[src/rtl/dmsr_pkg.sv]
// Constants, register map and carrier types of the system register bank
package dmsr_pkg;

   // System register offsets inside bank 0
   localparam logic [7:0] A_IND_PTR_BOTTOM = 8'h80;
   localparam logic [7:0] A_IND_PTR_TOP = 8'h81;
   localparam logic [7:0] A_TABLE_FETCH_MSB = 8'h82;
   localparam logic [7:0] A_ROM_RAM_PTR_LOW = 8'h83;
   localparam logic [7:0] A_ROM_RAM_PTR_MID = 8'h84;
   localparam logic [7:0] A_ALU_AND_RESET_FLAGS = 8'h86;
   localparam logic [7:0] A_RAM_BANK_SELECT = 8'h87;
   localparam logic [7:0] A_IRQ_REQUEST_FLAGS = 8'hc8;
   localparam logic [7:0] A_IRQ_ENABLE_MASK = 8'hc9;
   localparam logic [7:0] A_WATCHDOG_CLEAR = 8'hcc;
   localparam logic [7:0] A_PROG_COUNTER_LOW = 8'hce;
   localparam logic [7:0] A_PROG_COUNTER_HIGH = 8'hcf;
   localparam logic [7:0] A_STACK_POINTER_GIE = 8'hdf;
   localparam logic [7:0] A_INDIRECT_PORT_A = 8'he6;
   localparam logic [7:0] A_INDIRECT_PORT_B = 8'he7;
   localparam logic [3:0] A_STACK_ROW = 4'hf;

   // Flag, bank select and stack pointer register field positions
   localparam int FLG_RESET_CAUSE_HI = 7;
   localparam int FLG_RESET_CAUSE_LO = 6;
   localparam int FLG_VOLTAGE_UPPER = 5;
   localparam int FLG_VOLTAGE_LOWER = 4;
   localparam int FLG_CARRY = 2;
   localparam int FLG_NIBBLE_CARRY = 1;
   localparam int FLG_ZERO = 0;
   localparam int STACK_POINTER_GIE_GIE_BIT = 7;
   localparam int BANK_SELECT_BIT = 0;

   // Implemented interrupt request and enable bits
   localparam logic [7:0] IRQ_IMPL_MASK = 8'hdb;

   // Reset cause encodings
   localparam logic [1:0] CAUSE_WATCHDOG = 2'b00;
   localparam logic [1:0] CAUSE_LOW_VOLTAGE = 2'b10;
   localparam logic [1:0] CAUSE_EXT_PIN = 2'b11;

   // Values after reset and the interrupt vector
   localparam logic [10:0] PC_RESET = 11'h000;
   localparam logic [10:0] IRQ_VECTOR = 11'h008;
   localparam logic [2:0] SP_RESET = 3'h7;
   localparam logic [7:0] BYTE_RESET = 8'h00;

   // One core access to the data memory space
   typedef struct packed {
      logic rd;
      logic wr;
      logic bset;
      logic bclr;
      logic [2:0] bit_sel;
      logic [7:0] addr;
      logic [7:0] wdata;
   } dmsr_req_t;

   // Arithmetic unit result and flag updates
   typedef struct packed {
      logic acc_we;
      logic [7:0] acc_val;
      logic upd_c;
      logic upd_dc;
      logic upd_z;
      logic c;
      logic dc;
      logic z;
   } dmsr_alu_t;

   // Write strobe towards the peripheral registers
   typedef struct packed {
      logic we;
      logic [7:0] addr;
      logic [7:0] data;
   } dmsr_per_t;

   // Peripheral registers that can be read and written
   function automatic logic is_gen_rw(input logic [7:0] a);
      case (a)
         8'h90, 8'h91, 8'h92, 8'h93, 8'h9c, 8'h9d, 8'hb4, 8'hb6,
         8'hb8, 8'hbf, 8'hc1, 8'hc5, 8'hca, 8'hcd, 8'hd0, 8'hd1,
         8'hd5, 8'hd8, 8'hd9, 8'hda, 8'hdb, 8'hdc, 8'hdd: is_gen_rw = 1'b1;
         default: is_gen_rw = 1'b0;
      endcase
   endfunction

   // Peripheral registers that can only be written
   function automatic logic is_gen_wo(input logic [7:0] a);
      case (a)
         8'ha8, 8'ha9, 8'haa, 8'hab, 8'hac, 8'had, 8'hae, 8'haf,
         8'hb5, 8'hc0, 8'hde, 8'he0: is_gen_wo = 1'b1;
         default: is_gen_wo = 1'b0;
      endcase
   endfunction

endpackage

[src/rtl/dmsr_bank.sv]
// Data memory and system register bank of the 8-bit core
`timescale 1ns/1ns
// Contract
// - Two RAM banks; bank 0 top half holds 128 system register bytes.
// - An 8-bit accumulator carries all data between ALU and memory.
// - ALU operations update zero, carry and nibble-carry flags.
// - The accumulator has no data-memory address.
// - Interrupt entry saves only the return address, not accumulator or flags.
// - Save copies accumulator and flags to a hidden buffer; restore reloads.
// - Bit set and clear act only on read/write registers.
// - Flag register: cause pair, two voltage flags, carry, nibble carry, zero.
// - Eight return-address levels at F0h..FFh, low byte then high byte.
// - Program counter readable and writable as low and high bytes.
// - Indirect ports reach RAM through the two pointer register pairs.
// - Mid and low pointers are work registers, RAM and table pointers.
// - Table fetch register keeps the upper byte of each table read.
// - Write-only watchdog clear register at CCh.
// - Interrupt request and enable registers share one bit layout.
// - Adding accumulator to low PC carries into the high byte.
// - Reset cause pair encodes watchdog, low voltage or external pin.
module dmsr_bank (
   input wire logic clk,
   input wire logic rst_n,
   input dmsr_pkg::dmsr_req_t req,
   output logic [7:0] rdata,
   output logic rdata_valid,
   input dmsr_pkg::dmsr_alu_t alu,
   input wire logic acc_save,
   input wire logic acc_restore,
   input wire logic tbl_valid,
   input wire logic [15:0] tbl_word,
   output logic [15:0] tbl_addr,
   input wire logic pc_inc,
   input wire logic pc_add_acc,
   input wire logic call_en,
   input wire logic [10:0] call_target,
   input wire logic ret_en,
   input wire logic irq_enter,
   input wire logic [7:0] irq_evt,
   input wire logic lvd_upper_pin,
   input wire logic lvd_lower_pin,
   input wire logic rst_by_wdt,
   input wire logic rst_by_lvd,
   output logic [7:0] accumulator,
   output logic [10:0] pc,
   output logic global_irq_enable,
   output logic [7:0] irq_flags,
   output logic [7:0] irq_mask,
   output logic watchdog_clear_pulse,
   output dmsr_pkg::dmsr_per_t periph
);
   // Core state
   logic [7:0] acc_r, acc_nxt, ptr_bottom_r, ptr_bottom_nxt;
   logic [7:0] ptr_top_r, ptr_top_nxt, fetch_msb_r, fetch_msb_nxt;
   logic [7:0] ptr_low_r, ptr_low_nxt, ptr_mid_r, ptr_mid_nxt;
   logic [7:0] irq_req_r, irq_req_nxt, irq_en_r, irq_en_nxt;
   logic [7:0] save_acc_r, save_acc_nxt, rdata_r, rdata_nxt;
   logic c_r, c_nxt, dc_r, dc_nxt, z_r, z_nxt;
   logic bank_r, bank_nxt, gie_r, gie_nxt, cap_pend_r, cap_pend_nxt;
   logic rvalid_r, rvalid_nxt, wdt_r, wdt_nxt;
   logic [2:0] sp_r, sp_nxt, save_flg_r, save_flg_nxt;
   logic [10:0] pc_r, pc_nxt;
   dmsr_pkg::dmsr_per_t per_r, per_nxt;
   logic [7:0] gen_mem [0:127];
   logic [1:0] cause_r, cause_nxt;
   // Voltage detector pins are asynchronous, hence the two stages
   logic [1:0] lvd_s1_r, lvd_s2_r;

   // Address decode and access helpers
   logic [7:0] pa, ram_addr, ram_rd, sys_val, cur, bmask, wval, flags;
   logic ind, is_ram, ram_we, sys_rw, wr_go, wr_sys, stk_row, push;
   logic [15:0] ptr;
   logic [10:0] stk_rd_pc, pop_pc;
   logic [2:0] stk_lvl, pop_lvl;
   logic [8:0] pcl_sum;

   assign pa = req.addr;
   assign flags = {cause_r, lvd_s2_r, 1'b0, c_r, dc_r, z_r};
   assign stk_row = pa[7:4] == dmsr_pkg::A_STACK_ROW;
   assign stk_lvl = ~pa[3:1];
   assign pop_lvl = sp_r + 3'h1;
   assign push = call_en | irq_enter;

   // Resolve direct, banked and indirect targets
   always_comb begin
      ind = pa == dmsr_pkg::A_INDIRECT_PORT_A ||
         pa == dmsr_pkg::A_INDIRECT_PORT_B;
      ptr = (pa == dmsr_pkg::A_INDIRECT_PORT_A) ?
         {ptr_top_r, ptr_bottom_r} : {ptr_mid_r, ptr_low_r};
      if (ind) begin
         // Only general purpose bytes are reachable indirectly
         is_ram = ptr[15:9] == 7'h00 && !ptr[7];
         ram_addr = {ptr[8], ptr[6:0]};
      end else begin
         is_ram = !pa[7];
         ram_addr = {bank_r, pa[6:0]};
      end
   end

   // System register read view
   always_comb begin
      sys_val = 8'h00;
      sys_rw = 1'b1;
      if (stk_row) begin
         sys_val = pa[0] ? {5'h00, stk_rd_pc[10:8]} : stk_rd_pc[7:0];
      end else begin
         case (pa)
            dmsr_pkg::A_IND_PTR_BOTTOM: sys_val = ptr_bottom_r;
            dmsr_pkg::A_IND_PTR_TOP: sys_val = ptr_top_r;
            dmsr_pkg::A_TABLE_FETCH_MSB: sys_val = fetch_msb_r;
            dmsr_pkg::A_ROM_RAM_PTR_LOW: sys_val = ptr_low_r;
            dmsr_pkg::A_ROM_RAM_PTR_MID: sys_val = ptr_mid_r;
            dmsr_pkg::A_ALU_AND_RESET_FLAGS: sys_val = flags;
            dmsr_pkg::A_RAM_BANK_SELECT: sys_val = {7'h00, bank_r};
            dmsr_pkg::A_IRQ_REQUEST_FLAGS: sys_val = irq_req_r;
            dmsr_pkg::A_IRQ_ENABLE_MASK: sys_val = irq_en_r;
            dmsr_pkg::A_PROG_COUNTER_LOW: sys_val = pc_r[7:0];
            dmsr_pkg::A_PROG_COUNTER_HIGH: sys_val = {5'h00, pc_r[10:8]};
            dmsr_pkg::A_STACK_POINTER_GIE: sys_val = {gie_r, 4'h0, sp_r};
            default: begin
               sys_rw = dmsr_pkg::is_gen_rw(pa);
               sys_val = sys_rw ? gen_mem[pa[6:0]] : 8'h00;
            end
         endcase
      end
   end

   // Read-modify-write value for bit instructions
   always_comb begin
      cur = is_ram ? ram_rd : (ind ? 8'h00 : sys_val);
      bmask = 8'h01 << req.bit_sel;
      if (req.bset) begin
         wval = cur | bmask;
      end else if (req.bclr) begin
         wval = cur & ~bmask;
      end else begin
         wval = req.wdata;
      end
      // Write-only registers ignore bit instructions
      wr_go = req.wr | ((req.bset | req.bclr) &
         (is_ram | (!ind & sys_rw)));
      wr_sys = wr_go & !is_ram & !ind;
      ram_we = wr_go & is_ram;
   end

   assign pcl_sum = {1'b0, pc_r[7:0]} + {1'b0, acc_r};

   // Next state of core registers
   always_comb begin
      acc_nxt = alu.acc_we ? alu.acc_val : acc_r;
      ptr_bottom_nxt = ptr_bottom_r;
      ptr_top_nxt = ptr_top_r;
      fetch_msb_nxt = fetch_msb_r;
      ptr_low_nxt = ptr_low_r;
      ptr_mid_nxt = ptr_mid_r;
      cause_nxt = cause_r;
      c_nxt = alu.upd_c ? alu.c : c_r;
      dc_nxt = alu.upd_dc ? alu.dc : dc_r;
      z_nxt = alu.upd_z ? alu.z : z_r;
      bank_nxt = bank_r;
      gie_nxt = gie_r;
      sp_nxt = sp_r;
      pc_nxt = pc_r;
      irq_req_nxt = irq_req_r;
      irq_en_nxt = irq_en_r;
      save_acc_nxt = save_acc_r;
      save_flg_nxt = save_flg_r;
      cap_pend_nxt = 1'b0;
      rdata_nxt = req.rd ? cur : rdata_r;
      rvalid_nxt = req.rd;
      wdt_nxt = 1'b0;
      per_nxt = '0;
      // Reset cause is caught once, just after release
      if (cap_pend_r) begin
         cause_nxt = rst_by_wdt ? dmsr_pkg::CAUSE_WATCHDOG : (rst_by_lvd ?
            dmsr_pkg::CAUSE_LOW_VOLTAGE : dmsr_pkg::CAUSE_EXT_PIN);
      end
      // Table read splits the program word
      if (tbl_valid) begin
         acc_nxt = tbl_word[7:0];
         fetch_msb_nxt = tbl_word[15:8];
      end
      // Hidden single-level save buffer; reset cause is not part of it
      if (acc_save) begin
         save_acc_nxt = acc_r;
         save_flg_nxt = {c_r, dc_r, z_r};
      end else if (acc_restore) begin
         acc_nxt = save_acc_r;
         {c_nxt, dc_nxt, z_nxt} = save_flg_r;
      end
      // Program counter; interrupt entry pushes only the return address
      if (irq_enter) begin
         pc_nxt = dmsr_pkg::IRQ_VECTOR;
         sp_nxt = sp_r - 3'h1;
      end else if (call_en) begin
         pc_nxt = call_target;
         sp_nxt = sp_r - 3'h1;
      end else if (ret_en) begin
         pc_nxt = pop_pc;
         sp_nxt = pop_lvl;
      end else if (pc_add_acc) begin
         pc_nxt = {pc_r[10:8] + {2'b00, pcl_sum[8]}, pcl_sum[7:0]};
      end else if (pc_inc) begin
         pc_nxt = pc_r + 11'h001;
      end
      // Register writes from instructions
      if (wr_sys) begin
         case (pa)
            dmsr_pkg::A_IND_PTR_BOTTOM: ptr_bottom_nxt = wval;
            dmsr_pkg::A_IND_PTR_TOP: ptr_top_nxt = wval;
            dmsr_pkg::A_TABLE_FETCH_MSB: fetch_msb_nxt = wval;
            dmsr_pkg::A_ROM_RAM_PTR_LOW: ptr_low_nxt = wval;
            dmsr_pkg::A_ROM_RAM_PTR_MID: ptr_mid_nxt = wval;
            dmsr_pkg::A_ALU_AND_RESET_FLAGS: begin
               // Voltage flags are read-only
               cause_nxt = wval[7:6];
               c_nxt = wval[dmsr_pkg::FLG_CARRY];
               dc_nxt = wval[dmsr_pkg::FLG_NIBBLE_CARRY];
               z_nxt = wval[dmsr_pkg::FLG_ZERO];
            end
            dmsr_pkg::A_RAM_BANK_SELECT: begin
               bank_nxt = wval[dmsr_pkg::BANK_SELECT_BIT];
            end
            dmsr_pkg::A_IRQ_REQUEST_FLAGS: begin
               irq_req_nxt = wval & dmsr_pkg::IRQ_IMPL_MASK;
            end
            dmsr_pkg::A_IRQ_ENABLE_MASK: begin
               irq_en_nxt = wval & dmsr_pkg::IRQ_IMPL_MASK;
            end
            dmsr_pkg::A_WATCHDOG_CLEAR: wdt_nxt = 1'b1;
            dmsr_pkg::A_PROG_COUNTER_LOW: begin
               // A plain write never touches the high byte
               pc_nxt = {pc_r[10:8], wval};
            end
            dmsr_pkg::A_PROG_COUNTER_HIGH: begin
               pc_nxt = {wval[2:0], pc_r[7:0]};
            end
            dmsr_pkg::A_STACK_POINTER_GIE: begin
               gie_nxt = wval[dmsr_pkg::STACK_POINTER_GIE_GIE_BIT];
               sp_nxt = wval[2:0];
            end
            default: begin
               if (dmsr_pkg::is_gen_rw(pa) || dmsr_pkg::is_gen_wo(pa)) begin
                  per_nxt.we = 1'b1;
                  per_nxt.addr = pa;
                  per_nxt.data = wval;
               end
            end
         endcase
      end
      // Hardware events win over a clear in the same cycle
      irq_req_nxt = irq_req_nxt | (irq_evt & dmsr_pkg::IRQ_IMPL_MASK);
   end

   // Core registers
   always_ff @(posedge clk) begin
      if (!rst_n) begin
         acc_r <= dmsr_pkg::BYTE_RESET;
         ptr_bottom_r <= dmsr_pkg::BYTE_RESET;
         ptr_top_r <= dmsr_pkg::BYTE_RESET;
         fetch_msb_r <= dmsr_pkg::BYTE_RESET;
         ptr_low_r <= dmsr_pkg::BYTE_RESET;
         ptr_mid_r <= dmsr_pkg::BYTE_RESET;
         cause_r <= dmsr_pkg::CAUSE_EXT_PIN;
         c_r <= 1'b0;
         dc_r <= 1'b0;
         z_r <= 1'b0;
         bank_r <= 1'b0;
         gie_r <= 1'b0;
         sp_r <= dmsr_pkg::SP_RESET;
         pc_r <= dmsr_pkg::PC_RESET;
         irq_req_r <= dmsr_pkg::BYTE_RESET;
         irq_en_r <= dmsr_pkg::BYTE_RESET;
         save_acc_r <= dmsr_pkg::BYTE_RESET;
         save_flg_r <= 3'h0;
         cap_pend_r <= 1'b1;
         rdata_r <= dmsr_pkg::BYTE_RESET;
         rvalid_r <= 1'b0;
         wdt_r <= 1'b0;
         per_r <= '0;
      end else begin
         acc_r <= acc_nxt;
         ptr_bottom_r <= ptr_bottom_nxt;
         ptr_top_r <= ptr_top_nxt;
         fetch_msb_r <= fetch_msb_nxt;
         ptr_low_r <= ptr_low_nxt;
         ptr_mid_r <= ptr_mid_nxt;
         cause_r <= cause_nxt;
         c_r <= c_nxt;
         dc_r <= dc_nxt;
         z_r <= z_nxt;
         bank_r <= bank_nxt;
         gie_r <= gie_nxt;
         sp_r <= sp_nxt;
         pc_r <= pc_nxt;
         irq_req_r <= irq_req_nxt;
         irq_en_r <= irq_en_nxt;
         save_acc_r <= save_acc_nxt;
         save_flg_r <= save_flg_nxt;
         cap_pend_r <= cap_pend_nxt;
         rdata_r <= rdata_nxt;
         rvalid_r <= rvalid_nxt;
         wdt_r <= wdt_nxt;
         per_r <= per_nxt;
      end
   end

   // Peripheral register shadow for read-back
   always_ff @(posedge clk) begin
      if (!rst_n) begin
         for (int i = 0; i < 128; i++) begin
            gen_mem[i] <= dmsr_pkg::BYTE_RESET;
         end
      end else if (per_nxt.we) begin
         gen_mem[pa[6:0]] <= wval;
      end
   end

   // Two-stage synchroniser for voltage detector pins
   always_ff @(posedge clk) begin
      if (!rst_n) begin
         lvd_s1_r <= 2'b00;
         lvd_s2_r <= 2'b00;
      end else begin
         lvd_s1_r <= {lvd_upper_pin, lvd_lower_pin};
         lvd_s2_r <= lvd_s1_r;
      end
   end

   dmsr_ram u_ram (
      .clk(clk),
      .we(ram_we),
      .addr(ram_addr),
      .wdata(wval),
      .rdata(ram_rd)
   );

   dmsr_stack u_stack (
      .clk(clk),
      .rst_n(rst_n),
      .wr_lo(wr_sys & stk_row & !pa[0]),
      .wr_hi(wr_sys & stk_row & pa[0]),
      .wr_lvl(stk_lvl),
      .wr_byte(wval),
      .push(push),
      .push_lvl(sp_r),
      .push_pc(pc_r),
      .rd_lvl(stk_lvl),
      .rd_pc(stk_rd_pc),
      .pop_lvl(pop_lvl),
      .pop_pc(pop_pc)
   );

   // Outputs
   assign rdata = rdata_r;
   assign rdata_valid = rvalid_r;
   assign tbl_addr = {ptr_mid_r, ptr_low_r};
   assign accumulator = acc_r;
   assign pc = pc_r;
   assign global_irq_enable = gie_r;
   assign irq_flags = irq_req_r;
   assign irq_mask = irq_en_r;
   assign watchdog_clear_pulse = wdt_r;
   assign periph = per_r;
endmodule // dmsr_bank

[src/rtl/dmsr_ram.sv]
// General purpose data memory of both banks
`timescale 1ns/1ns
module dmsr_ram (
   input wire logic clk,
   input wire logic we,
   input wire logic [7:0] addr,
   input wire logic [7:0] wdata,
   output logic [7:0] rdata
);
   logic [7:0] mem [0:255];

   // Read is combinational so bit ops can modify in one cycle
   assign rdata = mem[addr];

   // Contents are not cleared by reset, like real RAM
   always_ff @(posedge clk) begin
      if (we) begin
         mem[addr] <= wdata;
      end
   end
endmodule // dmsr_ram

[src/rtl/dmsr_stack.sv]
// Eight-level return address stack with byte access per level
`timescale 1ns/1ns
module dmsr_stack (
   input wire logic clk,
   input wire logic rst_n,
   input wire logic wr_lo,
   input wire logic wr_hi,
   input wire logic [2:0] wr_lvl,
   input wire logic [7:0] wr_byte,
   input wire logic push,
   input wire logic [2:0] push_lvl,
   input wire logic [10:0] push_pc,
   input wire logic [2:0] rd_lvl,
   output logic [10:0] rd_pc,
   input wire logic [2:0] pop_lvl,
   output logic [10:0] pop_pc
);
   logic [10:0] lvl_r [0:7];

   assign rd_pc = lvl_r[rd_lvl];
   assign pop_pc = lvl_r[pop_lvl];

   // One register per level; push takes priority over a byte write
   genvar g;
   generate
      for (g = 0; g < 8; g++) begin : g_lvl
         logic [10:0] nxt;
         always_comb begin
            nxt = lvl_r[g];
            if (push && push_lvl == 3'(g)) begin
               nxt = push_pc;
            end else if (wr_lo && wr_lvl == 3'(g)) begin
               nxt[7:0] = wr_byte;
            end else if (wr_hi && wr_lvl == 3'(g)) begin
               nxt[10:8] = wr_byte[2:0];
            end
         end
         always_ff @(posedge clk) begin
            if (!rst_n) begin
               lvl_r[g] <= dmsr_pkg::PC_RESET;
            end else begin
               lvl_r[g] <= nxt;
            end
         end
      end
   endgenerate
endmodule // dmsr_stack

[config.mk]
export PLATFORM = sky130hd
export DESIGN_NAME = dmsr_bank
export DESIGN_NICKNAME = d
export VERILOG_FILES = /design/src/rtl/dmsr_pkg.sv /design/src/rtl/dmsr_bank.sv /design/src/rtl/dmsr_ram.sv /design/src/rtl/dmsr_stack.sv
export SDC_FILE = /design/constraint.sdc
export NUM_CORES = 2
export LEC_CHECK = 0
export ABC_AREA = 1
export BUFFER_PORTS_ARGS = -buffer_cell sky130_fd_sc_hd__buf_2
export CORE_MARGIN = 2
export CORE_UTILIZATION = 40
export DETAILED_ROUTE_END_ITERATION = 8
export PLACE_DENSITY = 0.55
export SLEW_MARGIN = 20
export SYNTH_ARGS = -nofsm -noshare
export SYNTH_HDL_FRONTEND = slang
export SYNTH_HIERARCHICAL = 1
export SYNTH_SLANG_ARGS = --single-unit
[constraint.sdc]
create_clock -name clk -period 6.7 [get_ports clk]
set_input_delay 1.34 -clock clk [delete_from_list [all_inputs] [get_ports clk]]
set_output_delay 1.34 -clock clk [all_outputs]
set_load 0.01 [all_outputs]
**Word level (Yosys, flattened, before mapping)**

Memories as Yosys holds them, arrays and structs flattened.
Cells that the tools add are included.

- Bits in registers: 126
- RAM bits: 3160
- Input port bits: 87
- Memories kept: 3

Memories:

| name | words | width | read ports | clocked after memory_dff | write ports | RTL line | RTL |
|---|---|---|---|---|---|---|---|
| u_ram.mem | 256 | 8 | 1 | 0 | 1 | dmsr_ram.sv:10 | `logic [7:0] mem [0:255];` |
| gen_mem | 128 | 8 | 1 | 0 | 128 | dmsr_bank.sv:64 | `logic [7:0] gen_mem [0:127];` |
| u_stack.lvl_r | 8 | 11 | 2 | 0 | 8 | dmsr_stack.sv:18 | `logic [10:0] lvl_r [0:7];` |

- Add/subtract/negate cells: 5
- Equality and inequality tests: 91
- Shifts and indexed selects: 1
- Mux-type cells: 124
- Bitwise gates (word level): 36
- Reduce and logical (&&, ||, !) cells: 65

Operators with widths:

| operator | count |
|---|---|
| $eq A8 B8 Y1 const B | 50 |
| $mux W8 | 34 |
| $mux W11 | 14 |
| $pmux W8 S12 | 1 |
| $mux W3 | 29 |
| $mux W17 | 3 |
| $mux W1 | 36 |
| $ne A2 B2 Y1 const B | 18 |
| $reduce_and A2 Y1 | 16 |
| $logic_and A1 B1 Y1 | 25 |
| $eq A3 B3 Y1 const B | 8 |
| $ne A3 B3 Y1 const B | 8 |
| $reduce_and A3 Y1 | 8 |
| $reduce_or A12 Y1 | 2 |
| $reduce_or A23 Y1 | 1 |
| $pmux W11 S2 | 1 |
| $or A1 B1 Y1 | 20 |
| $mux W16 | 1 |
| $or A8 B8 Y8 | 2 |
| $reduce_or A16 Y1 | 1 |
| $reduce_or A13 Y1 | 1 |
| $eq A3 B2 Y1 const B | 4 |
| $add A11 B1 Y11 const B | 1 |
| $add A8 B8 Y9 | 1 |
| 18 further kinds | 37 |

**Longest topological paths before layout**

- Depth after elaboration: 23
- Gate-level depth with buffers: 34

**Hierarchy**

The synthesis kept the hierarchy.

Modules (own cells, without submodules):

| module | instances | cells an instance | area an instance (um^2) |
|---|---|---|---|
| dmsr_ram | 1 | 8013 | 84696.2 |
| dmsr_bank | 1 | 5391 | 51033.9 |
| dmsr_stack | 1 | 1145 | 6834.1 |

**Worst setup path before layout**

Ideal clock, no wire load.

- Kind: input to register
- Start: input port req[12] (netlist name)
- End: memory gen_mem[63][3] (data pin)
- Library setup time: 264 ps
- Data arrival time: 6875 ps
- Required time: 6436 ps
- Setup slack: -439 ps
- Stages on the path: 31
- Buffers on the path: 6
- Path through: buf_2 > inv_1 > nand2_1 > nor2_1 > nand2_1 > clkbuf_1 > a21oi_1 > o21ai_0 > o21ai_0 > buf_6 > nand2_4 > inv_4 > buf_4 > buf_2 > nand2_1 > nand3_1 > nand2_1 > nand2_1 > o21ai_1 > nand2_1 > nor2_1 > nor2_1 > nor2_1 > nand2_1 > nand2_1 > nand3_1 > nand2_1 > nand3_2 > inv_2 > buf_4 > nor2_1

RTL lines:

| item | RTL line | RTL |
|---|---|---|
| start, declared | dmsr_bank.sv:24 | `input dmsr_pkg::dmsr_req_t req,` |
| end, declared | dmsr_bank.sv:64 |  |

==> results.cfg <==
[sta]
fin_tns_setup_ns = 0
fmax_mhz = 161.0
slew-limit-headroom_pct = 24.05
finalCriticalPeriod_ns = 6.212
hold_viol_final = 0
worst_slew_pin_slew_ns = 1.127
finalCritPeriodShare_pct = 92.72
finClkSkew_ns = 0.07745
rsz0062_at_grt = false
finalSetupViolCount = 0
final_max_slew_viol_count = 0

[critical_path]
cp_max_fo = 108
crit_slowest_cell = nor2_1
end_kind = register
path_class = input pin to register
critPathMaxStageDelay_ns = 0.57
crit_top_cell = nand2_1
start_kind = input pin
worstPathRequired_ns = 7.34
cp.arrival_ns = 6.85

[power]
ir_drop_mv = 0.2152
design_power_total_mw = 46.98
p_per_area_nw_per_um2 = 284.8
p_leak_nw = 69.76

[clock_tree]
htreeDepth = 5
clk_latency_ns = 0.96
clock_sinks = 3284
clockRootBuffer = clkbuf_16
cts_tree = yes
cts_resized = 0
holdBufCountCts = 0
post_cts_buffers = 0
clkTransAtPathRegs_ns = 0.06
cts_buffer_depth = 4
cts_made_buffers = 350

[logic_synthesis]
ys_ff_latch = 3284
synth_common_cells = nand2_1, edfxtp_1, nor2_1
synth_area_um2 = 142600
synth_cell_type_count = 54
async_flop_share_pct = 0
yosys_warnings = 6
synthFlopType = edfxtp_1
syn_area_per_cell_um2 = 9.799
synth_top_cell_by_area = edfxtp_1
syn_inst = 14550
yosysSeqAreaShare_pct = 68.30
synthTopCellsByArea = edfxtp_1, nand2_1, nor2_1
synth_top_area_share_pct = 66.56
synth_enable_flop_cells = 3160
yosysMostFrequentCell = nand2_1

[grt]
grt_pass1_wl_um = 614000
overflow = 0
grt_pass1_vias = 94060
antenna_found_initial = 15
grt_max_degree = 153
grt_use_total_pct = 22.50

[final_layout]
seqCellArea_um2 = 97370
multi_input_area_um2 = 41750
final_core_util_pct = 46.42
syn2layout_area_growth_pct = 15.71
nNetsFinal = 15630
final_area_um2 = 165000
drive_gt1_share_pct = 7.663
layoutNonFillerInstCount = 20570
fillCellCount = 33410

[routing]
routed-wl-met2_um = 193800
drt-vias-per-instance = 4.870
wl_met1_um = 179500
vias = 100200
routed_wl_um = 415800
ant_nets = 0
dr.pass1.iters = 8
wl_per_cell_um = 20.22
wl_met3_um = 27580
drc_errors = 0
top_layer_used = met5
drt_iter0_markers = 9353

[die]
ioPinCount = 166
die_y_um = 601
dieArea_um2 = 361200
chipWidth_um = 601
initial_core_util_pct = 40.11
row_count = 219
core_area_um2 = 355400

[min_path]
hp-class = register to register

[status]
outcome = finished clean

[placement]
gp_congestion = 0.8975
port_buffers = 159
dp_hpwl_um = 263600
post_dp_cell_area_um2 = 154100
place_inst = 19930

[flow_run]
maxCapViolations = 0
==> state kept, by name, summed over array words and instances, names as in the netlist, 3 cells and up <==
signal and flops:
u_ram/mem 2048, ptr_mid_r 8, irq_mask 6, gen_mem 1024
sp_r 3, fetch_msb_r 8, save_acc_r 8, ptr_bottom_r 8
save_flg_r 3, irq_flags 6, u_stack/lvl_r 88, rdata 8
accumulator 8, ptr_top_r 8, ptr_low_r 8, pc 11
periph 17
==> critical path, delay by kind of cell <==
family	cells	cell delay, ns
buf+inv	8	1.65
compound gates	4	0.64
simple gates	19	3.00
==> layer usage <==
| layer | vias up | global-route usage (%) |
|---|---|---|
| met4 | 2 | 8.060 |
| met1 | 47840 | 31.22 |
| li1 | 48380 | - |
| met5 | - | 0 |
| met3 | 718 | 2.809 |
| met2 | 3211 | 36.38 |
==> report_power, final <==
| group | total [mW] | internal (mW) | switching [mW] |
|---|---|---|---|
| Sequential | 23.6 | 23.5 | 0.167 |
| Combinational | 4.67 | 1.22 | 3.45 |
| Clock | 18.7 | 10.6 | 8.03 |
==> cell usage in the layout (no fill, tap or decap), drive strengths merged, types with 152 or more instances in the layout <==
master and n:
nand3 387, o21ai 347, nand2 6644, clkinv 152
buf 618, nor2 1970, inv 793, edfxtp 3160
a21oi 167, clkbuf 443, conb 748
==> layout make-up <==
cell class / count / area share (%)
multi-input combinational: 10490 / 25.30
sequential: 3284 / 59.03
timing repair buffer: 619 / 3.673
inverter: 783 / 1.817
clock buffer: 442 / 5.672
antenna: 11 / 0.01669
clock inverter: 183 / 0.8874
tap: 4751 / 3.603
==> per-stage QoR <==
step / setup slack (ns) / hold WS, ns
2_1_floorplan: 0.1346 / 0.3905
3_3_place_gp: -0.2444 / 0.4068
3_5_place_dp: -0.2561 / 0.4061
4_1_cts: 0.6877 / 0.4198
5_1_grt: 0.3604 / 0.4528
6_report: 0.4876 / 0.4179
==> path summary, 6_finish.rpt <==
kind | from | end | slack, ns | cells past startpoint
max | req[11] | gen_mem[96][4] | 0.49 | 31
min | lvd_s1_r[0] | lvd_s2_r[0] | 0.42 | 2
max reg2reg | ptr_low_r[0] | gen_mem[96][4] | 1.56 | 27
min reg2reg | lvd_s1_r[0] | lvd_s2_r[0] | 0.42 | 2
==> cell families after synthesis <==
group / share of synthesized area [%]
AOI/OAI and AO/OA: 2.635
DFF: 68.30
xor gates and xnor gates: 0.04301
adders and majority gates: 0.1281
buffers and inverters: 4.548
other: 0.002630
and+or+nand+nor: 24.34
(Power assumes the default switching activity.)
